`src/llc_defines.svh`:
```
`ifndef LLC_DEFINES_SVH
`define LLC_DEFINES_SVH

// Register byte offsets on the APB window
`define LLC_STATUS_OFF 8'h00
`define LLC_CFG_BASE 8'h10
`define LLC_TAB_BASE 8'h20
// Stride between per-cell registers
`define LLC_STRIDE 8'h04

// Field widths
`define LLC_CFG_W 13
`define LLC_TAB_W 16
`define LLC_SHIFT_MAX 8

// STATUS field positions
`define LLC_ST_STORE_LSB 0
`define LLC_ST_TABLE_LSB 4
`define LLC_ST_CARRY_BIT 8

// Reset values
`define LLC_CFG_RST 13'h0000
`define LLC_TAB_RST 16'h0000

`endif

```
`src/llc_pkg.sv`:
```
package llc_pkg;

   // Operating mode of one table
   typedef enum logic [1:0] {
      LLC_MODE_COMB = 2'b00,
      LLC_MODE_MEM = 2'b01,
      LLC_MODE_SHIFT = 2'b10,
      LLC_MODE_RSVD = 2'b11
   } llc_mode_t;

   // Source of the cell storage element
   typedef enum logic [1:0] {
      LLC_STORE_WIDE = 2'b00,
      LLC_STORE_C = 2'b01,
      LLC_STORE_D = 2'b10,
      LLC_STORE_E = 2'b11
   } llc_store_t;

   // Five routed inputs of one cell
   typedef struct packed {
      logic e;
      logic d;
      logic c;
      logic b;
      logic a;
   } llc_in_t;

   // Per-cell configuration word, bit 12 down to bit 0
   typedef struct packed {
      logic booth_en;
      logic fifth_mux;
      llc_store_t store_sel;
      logic cd_to_table;
      logic cascade;
      logic [2:0] shift_len;
      logic sync_read;
      logic dual_port;
      llc_mode_t mode;
   } llc_cfg_t;

endpackage

```
`src/llc_carry.sv`:
```
`timescale 1ns/10ps

// One single-bit full adder of the carry chain
module llc_carry (
   input wire logic x,
   input wire logic y,
   input wire logic cin,
   output logic sum,
   output logic cout
);
   // Plain ripple form; chain delay grows with cell count
   assign sum = x ^ y ^ cin;
   assign cout = (x & y) | (cin & (x ^ y));
endmodule

```
`src/llc_table.sv`:
```
`timescale 1ns/10ps
`include "llc_defines.svh"

// Four-input table usable as logic, memory or shift register
module llc_table #(
   parameter int DEPTH = `LLC_TAB_W
) (
   input wire logic pclk,
   input wire logic presetn,
   input wire llc_pkg::llc_mode_t mode,
   input wire logic sync_read,
   input wire logic [2:0] shift_len,
   input wire logic cfg_we,
   input wire logic [DEPTH-1:0] cfg_data,
   input wire logic [3:0] addr_a,
   input wire logic [3:0] addr_b,
   input wire logic mem_we,
   input wire logic wr_data,
   input wire logic shift_en,
   input wire logic shift_in,
   input wire logic clk_en,
   output logic look,
   output logic look_b,
   output logic [DEPTH-1:0] contents
);
   logic [DEPTH-1:0] mem;
   logic [DEPTH-1:0] next_mem;
   logic rd_q;
   wire logic is_shift = (mode == llc_pkg::LLC_MODE_SHIFT);
   wire logic async_rd = mem[addr_a];
   wire logic tap = mem[shift_len];

   // Per-bit next value; a software load wins over fabric writes
   genvar k;
   generate
      for (k = 0; k < DEPTH; k++) begin : g_bit
         wire logic wr_hit = mem_we && (addr_a == 4'(k));
         if (k == 0) begin : g_first
            assign next_mem[k] = cfg_we ? cfg_data[k] : wr_hit ? wr_data :
               shift_en ? shift_in : mem[k];
         end else if (k < `LLC_SHIFT_MAX) begin : g_chain
            assign next_mem[k] = cfg_we ? cfg_data[k] : wr_hit ? wr_data :
               shift_en ? mem[k-1] : mem[k];
         end else begin : g_plain
            assign next_mem[k] = cfg_we ? cfg_data[k] : wr_hit ? wr_data : mem[k];
         end
      end
   endgenerate

   // Storage and registered read port
   always_ff @(posedge pclk or negedge presetn) begin
      if (!presetn) begin
         mem <= `LLC_TAB_RST;
         rd_q <= 1'b0;
      end else begin
         mem <= next_mem;
         if (clk_en) begin
            rd_q <= async_rd;
         end
      end
   end

   // Output selection by mode
   assign look = is_shift ? tap : (sync_read && mode == llc_pkg::LLC_MODE_MEM) ? rd_q : async_rd;
   assign look_b = mem[addr_b];
   assign contents = mem;
endmodule

```
`src/llc_cell.sv`:
```
`timescale 1ns/10ps
`include "llc_defines.svh"

// Operation
// - Table, one-bit full adder and AND gate
// - AND output may feed adder input
// - Five inputs, two always reach table
// - Third, fourth inputs: table or feed-through
// - Fifth input: write data, select, feed-through
// - Logic mode gives any four-input function
// - Memory mode, 64 bits per unit
// - Memory single or dual port
// - Memory read synchronous or asynchronous
// - Set/reset becomes write enable in memory
// - Primary cell clock times memory access
// - Shift length selectable 1 to 8
// - Four shift registers, cascadable
module llc_cell #(
   parameter int NCELL = 4
) (
   input wire logic pclk,
   input wire logic presetn,
   input wire logic psel,
   input wire logic penable,
   input wire logic pwrite,
   input wire logic [7:0] paddr,
   input wire logic [31:0] pwdata,
   output logic [31:0] prdata,
   output logic pready,
   output logic pslverr,
   input wire llc_pkg::llc_in_t [NCELL-1:0] cell_in,
   input wire logic set_reset,
   input wire logic primary_cell_clock,
   input wire logic carry_in,
   output logic [NCELL-1:0] cell_storage_element,
   output logic [NCELL-1:0] table_q,
   output logic [NCELL-1:0] port_b_q,
   output logic [NCELL-1:0] sum_q,
   output logic carry_out
);

   // Configuration and table images, one per cell
   llc_pkg::llc_cfg_t cfg [NCELL];
   logic [`LLC_TAB_W-1:0] tab_img [NCELL];

   // Combinational results per cell
   logic [NCELL-1:0] tab_out;
   logic [NCELL-1:0] tab_b;
   logic [NCELL-1:0] wide;
   logic [NCELL-1:0] store_d;
   logic [NCELL-1:0] sum_w;
   logic [NCELL:0] chain;
   logic [NCELL-1:0] mem_mode;

   // APB decode terms
   logic [NCELL-1:0] hit_cfg;
   logic [NCELL-1:0] hit_tab;
   logic [31:0] rd_term [NCELL];
   logic [31:0] rd_word;

   // First access cycle; the answer comes one cycle later
   wire logic acc = psel & penable & ~pready;
   // Write commits on the edge that samples pready high
   wire logic wr_fire = psel & penable & pready & pwrite;
   wire logic hit_stat = (paddr == `LLC_STATUS_OFF);
   wire logic mapped = hit_stat | (|hit_cfg) | (|hit_tab);

   // Set/reset doubles as write enable once any table holds memory
   // Shared write enable
   wire logic sr_is_we = |mem_mode;

   // Status word shows live cell state
   wire logic [31:0] stat_word = {
      23'h000000, carry_out, tab_out, cell_storage_element
   };

   assign chain[0] = carry_in;

   genvar i;
   generate
      for (i = 0; i < NCELL; i++) begin : g_cell
         llc_pkg::llc_in_t in;
         llc_pkg::llc_in_t nxt;
         logic [3:0] addr_a;
         logic [3:0] addr_b;
         logic c_t;
         logic d_t;
         logic shift_in;
         logic and_out;
         logic y_op;
         logic cfg_wr;
         logic tab_wr;

         assign in = cell_in[i];
         // Neighbour inputs give the second read address
         assign nxt = cell_in[(i + 1) % NCELL];

         // Register decode for this cell
         assign hit_cfg[i] = (paddr == 8'(`LLC_CFG_BASE + i * `LLC_STRIDE));
         assign hit_tab[i] = (paddr == 8'(`LLC_TAB_BASE + i * `LLC_STRIDE));
         assign cfg_wr = wr_fire & hit_cfg[i];
         assign tab_wr = wr_fire & hit_tab[i];
         assign rd_term[i] = hit_cfg[i] ? {19'h00000, cfg[i]} :
            hit_tab[i] ? {16'h0000, tab_img[i]} : 32'h00000000;

         assign mem_mode[i] = (cfg[i].mode == llc_pkg::LLC_MODE_MEM);

         // a and b always reach the table
         // Outside memory mode, c and d reach the table only when routed there
         assign c_t = cfg[i].cd_to_table ? in.c : 1'b0;
         assign d_t = cfg[i].cd_to_table ? in.d : 1'b0;

         // Memory uses all four inputs as address
         assign addr_a = mem_mode[i] ? {in.d, in.c, in.b, in.a} :
            {d_t, c_t, in.b, in.a};
         // Dual port adds a read-only address
         assign addr_b = cfg[i].dual_port ? {nxt.d, nxt.c, nxt.b, nxt.a} : addr_a;

         // Cascade takes the previous tap as serial input
         assign shift_in = cfg[i].cascade ? tab_out[(i + NCELL - 1) % NCELL] : in.e;

         // Contents decide the function in logic mode
         llc_table #(
            .DEPTH(`LLC_TAB_W)
         ) u_table (
            .pclk(pclk),
            .presetn(presetn),
            .mode(cfg[i].mode),
            .sync_read(cfg[i].sync_read),
            .shift_len(cfg[i].shift_len),
            .cfg_we(tab_wr),
            .cfg_data(pwdata[`LLC_TAB_W-1:0]),
            .addr_a(addr_a),
            .addr_b(addr_b),
            // Write only on a clock pulse with enable
            // Primary clock times writes and reads
            .mem_we(mem_mode[i] & set_reset & primary_cell_clock),
            .wr_data(in.e),
            .shift_en((cfg[i].mode == llc_pkg::LLC_MODE_SHIFT) & primary_cell_clock),
            .shift_in(shift_in),
            .clk_en(primary_cell_clock),
            .look(tab_out[i]),
            .look_b(tab_b[i]),
            .contents(tab_img[i])
         );

         // Fifth input as mux select between neighbours
         assign wide[i] = (cfg[i].fifth_mux & in.e) ? tab_out[(i + 1) % NCELL] : tab_out[i];

         // Feed-through of c, d or e to storage
         assign store_d[i] = (cfg[i].store_sel == llc_pkg::LLC_STORE_C) ? in.c :
            (cfg[i].store_sel == llc_pkg::LLC_STORE_D) ? in.d :
            (cfg[i].store_sel == llc_pkg::LLC_STORE_E) ? in.e : wide[i];

         // AND gate replaces the second operand
         assign and_out = in.a & in.b;
         assign y_op = cfg[i].booth_en ? and_out : in.b;

         llc_carry u_carry (
            .x(tab_out[i]),
            .y(y_op),
            .cin(chain[i]),
            .sum(sum_w[i]),
            .cout(chain[i+1])
         );

         // Configuration register of this cell
         always_ff @(posedge pclk or negedge presetn) begin
            if (!presetn) begin
               cfg[i] <= `LLC_CFG_RST;
            end else if (cfg_wr) begin
               cfg[i] <= pwdata[`LLC_CFG_W-1:0];
            end
         end

         // Storage element; set/reset clears it only outside memory use
         always_ff @(posedge pclk or negedge presetn) begin
            if (!presetn) begin
               cell_storage_element[i] <= 1'b0;
            end else if (primary_cell_clock) begin
               // Reset role lost while acting as write enable
               if (set_reset & ~sr_is_we) begin
                  cell_storage_element[i] <= 1'b0;
               end else begin
                  cell_storage_element[i] <= store_d[i];
               end
            end
         end
      end
   endgenerate

   // Fold per-cell read terms into one word
   always_comb begin
      rd_word = hit_stat ? stat_word : 32'h00000000;
      for (int n = 0; n < NCELL; n++) begin
         rd_word = rd_word | rd_term[n];
      end
   end

   // APB answer: one wait state, data and error registered
   always_ff @(posedge pclk or negedge presetn) begin
      if (!presetn) begin
         pready <= 1'b0;
         pslverr <= 1'b0;
         prdata <= 32'h00000000;
      end else begin
         pready <= acc;
         if (acc) begin
            // Unmapped address answers with error and zero data
            pslverr <= ~mapped;
            prdata <= (mapped && !pwrite) ? rd_word : 32'h00000000;
         end else begin
            pslverr <= 1'b0;
         end
      end
   end

   // Registered fabric outputs, sampled every pclk
   always_ff @(posedge pclk or negedge presetn) begin
      if (!presetn) begin
         table_q <= '0;
         port_b_q <= '0;
         sum_q <= '0;
         carry_out <= 1'b0;
      end else begin
         table_q <= tab_out;
         port_b_q <= tab_b;
         sum_q <= sum_w;
         carry_out <= chain[NCELL];
      end
   end

endmodule

```
`config.mk`:
```
export PLATFORM = sky130hd
export DESIGN_NAME = llc_cell
export DESIGN_NICKNAME = d
export VERILOG_FILES = /design/src/llc_pkg.sv /design/src/llc_carry.sv /design/src/llc_table.sv /design/src/llc_cell.sv
export VERILOG_INCLUDE_DIRS = /design/src /design/src/src
export SDC_FILE = /design/constraint.sdc
export NUM_CORES = 1
export LEC_CHECK = 0
export ABC_AREA = 1
export BUFFER_PORTS_ARGS = -buffer_cell sky130_fd_sc_hd__buf_2
export CAP_MARGIN = 20
export CORE_UTILIZATION = 50
export DETAILED_ROUTE_END_ITERATION = 10
export GPL_TIMING_DRIVEN = 1
export PLACE_DENSITY = 0.75
export SETUP_SLACK_MARGIN = 0.2
export SKIP_LAST_GASP = 1
export SLEW_MARGIN = 20
export SYNTH_ARGS = -nofsm -noshare
export SYNTH_HDL_FRONTEND = slang
export SYNTH_HIERARCHICAL = 1
export SYNTH_SLANG_ARGS = --single-unit
```
`constraint.sdc`:
```
create_clock -name pclk -period 4.4 [get_ports pclk]
set_input_delay 0.44 -clock pclk [delete_from_list [all_inputs] [get_ports pclk]]
set_output_delay 0.44 -clock pclk [all_outputs]
set_load 0.02 [all_outputs]
```
==> summary.txt <==
Layout
  – Synthesis-to-finish area growth: 10.6%
  – Cell area after layout: 0.0121 mm^2
  – Fillers: around 2100
  – Fin nets: 1865
  – Antenna Cells: 0
  – Commonest non-fill, non-tap cell in the layout: nand2_1
  – Most frequent cells in the layout: 612 x nand2_1, 176 x nor2_1, 170 x inv_1
  – Post-layout instance count excluding filler cells: around 2100
  – Layout cells sized above 1: a little under a tenth

Floorplan
  – Die Width: around 150 um
  – Die extent in y: 150 um
  – IO Pins: between 100 and 150
  – Core Box Area: between 0.02 and 0.025 mm^2
  – Row count: 53
  – Die Area: 0.0224 mm^2
  – Initial core utilization: between 50% and 60%

Run status
  – Status: completed

STA
  – Hold Fails Final Rpt: 0
  – Tcrit/Tclk final: 85.4%
  – Max Slew Vio Count: 0
  – Setup TNS: 0 ps
  – Endpoints failing setup: 0
  – Slew @ Worst Pin: approximately 970 ps
  – Fin Hold WS: 81.7 ps
  – Max-slew headroom at the worst pin: 35.3%
  – Setup ws final: 643 ps
  – Layout Skew: 13.1 ps
  – RSZ-0062 raised after global routing: false
  – Fin crit period: 3760 ps
  – Top achievable clock speed: 266 MHz

Synthesis
  – Syn Std Cell Area: 0.0109 mm^2
  – Syn avg cell area: 6.33 um^2
  – Sequential share of the synthesized area: 35.5%
  – Async S/R FF share, synth: 100%
  – Post-Synthesis Cells: 1725
  – Yosys reg bits: 155
  – Ys flop type: dfrtp_1
  – Synth warn: 6
  – Post-synth cell types: 30
  – EDFF count, synth: 0

Global route
  – M2 GR Usage: 58.0%
  – Vias in the first global route: 10900
  – GRT busiest layer: met2
  – Total gr overflow: 0
  – Initial antenna violation count: 0
  – Gr usage total: 40.0%
  – Grt met1 use: 52.8%
  – M3 GR Usage: 12.2%
  – First-pass GRT wire length: 65100 um
  – Largest net degree at the start of global routing: 97

Pwr
  – Clock share of power: 46.5%
  – Cell Pwr Density: 286 mW/mm^2
  – Combinational cell fraction of total power: between 10% and 20%
  – Maximum vdd drop: approximately 260 uV
  – Sequential share of power: between 40% and 50%
  – Net Sw Power: 0.954 mW
  – Switching share of power: 27.6%
  – Leakage: 6.16 nW
  – Int Power: 2.50 mW

Place
  – Pre-CTS setup slack: 757 ps
  – Routability cong.: 1.03
  – Port Buffers: 86
  – Placed inst area: 0.0115 mm^2
  – Final HPWL DP: 31700 um
  – Post-placement cell count: 2049

Drt
  – WL final: about 44000 um
  – Via count: 12200
  – Routed len/inst: ~21 um
  – Detailed router's first-iteration violation count: around 1500
  – Vias per inst: slightly below 6
  – Drt pass-1 iters: 6
  – Final antenna-violating net count: 0
  – Drt drc: 0

Clock tree
  – H-tree levels: 4
  – CTS root buf: clkbuf_16
  – Reg clk slew, reported paths: 70 ps
  – CTS resizes: 0
  – CTS tree: yes
  – Hold_buf cts: 0
  – Clock Tree Buf Depth: 2
  – Clock sink count: ~160
  – Clk_lat worst skew: 440 ps
  – Postcts setup bufs: 0
  – TritonCTS Buffers: 17

Worst setup path
  – Crit-path most repeated cell: nand2_1
  – CP Capture Type: flop
  – Critical Path RT: about 4700 ps
  – CP peak stage delay: 470 ps
  – Crit-path cells: inv_1, nand2_1, a21oi_1, nor2_1, nand2_1, nand2_1, nor2_1, nand2_1, nand2_1, nand2_1, fa_1, fa_1, fa_1, fa_1
  – Crit-path max FO: 8
  – CP Data Arrival Time: 4060 ps
  – Critical path startpoint category: flop
  – Crit Path Category: reg -> reg
  – CP max-delay cell: fa_1

Min path
  – Hold crit path type: in -> async

Job
  – Max Cap Viol: 0
## flip-flops by register name, indices dropped and copies added, names as in the netlist
signal	flops
table_q	4
g_cell.u_table/contents	64
cell_storage_element	4
prdata	16
pready	1
carry_out	1
sum_q	4
cfg	52
pslverr	1
g_cell.u_table/rd_q	4
port_b_q	4
## worst max-delay path, delay by kind of cell (launching register included)
family / cells / cell delay, ps
AOI/OAI and AO/OA: 1 / 390
buffers and inverters: 1 / 100
adders and majority gates: 4 / 1780
DFF: 1 / 400
and+or+nand+nor: 8 / 950
## path summary, 6_finish.rpt
check / from / slack (ps) / depth (start not counted) / to
worst min register to register: prdata[0] / 480 / 2 / prdata[0]
worst max register to register: cfg[40] / 640 / 14 / sum_q[3]
max in group asynchronous: presetn / 3320 / 2 / g_cell[2].u_table/contents[5]
worst max-delay path: cfg[40] / 640 / 14 / sum_q[3]
min in group pclk: penable / 310 / 3 / pready
worst min-delay path: presetn / 80 / 1 / g_cell[1].u_table/contents[12]
## cells by family after synthesis
| kind of cell | synth area share, % |
|---|---|
| compound gates | 17.2 |
| mux | 0.103 |
| flops | 35.5 |
| other cells | 0.0343 |
| simple gates | 36.2 |
| fa+ha+maj | 0.733 |
| buf+inv | 10.2 |
## layout make-up
cell class                      count  area, um^2  share of cell area (%)
Timing Repair Buffer               99         534                    4.42
Clock buffer                       22         454                    3.76
Tap cell                          275         344                    2.85
Inverter                          191         717                    5.93
Sequential cell                   155        3880                    32.1
Multi-Input combinational cell   1329        5990                    49.6
Clock inverter                     10         165                    1.37
## cell usage after synthesis, drive strengths merged, types with 4 or more instances
library cell	count	area, um^2
buf	50	334
dfrtp	155	3880
clkbuf	15	61.3
nor3	12	130
o22ai	16	100
fa	4	80.1
nand3	143	721
o21ai	197	986
a21oi	82	422
nor2	186	741
o211ai	49	368
clkinv	9	33.8
nand2	619	2340
inv	182	683
## metrics by stage
step / total power [mW] / util [%]
finish: 3.46 / 56.9
global route: 3.55 / 56.9
CTS: 3.44 / 56.9
global placement: 1.85 / 54.0
floorplan: 1.68 / -
detailed placement: 1.86 / 54.0
## layer usage
layer  up-vias  part of all wire [%]
li1       5669                     -
met1      5629                    38
met2       759                    42
met3       129                    13
met4         0                   6.3
met5         -                     0
## power groups by stage
stage / sequential (mW) / combinational (mW) / clock (mW)
floorplan: 1.51 / 0.176 / 0
global placement: 1.51 / 0.344 / 0
detailed placement: 1.51 / 0.348 / 0
CTS: 1.48 / 0.351 / 1.61
global route: 1.49 / 0.387 / 1.67
finish: 1.49 / 0.362 / 1.61
Power figures use the tool's default switching activity.
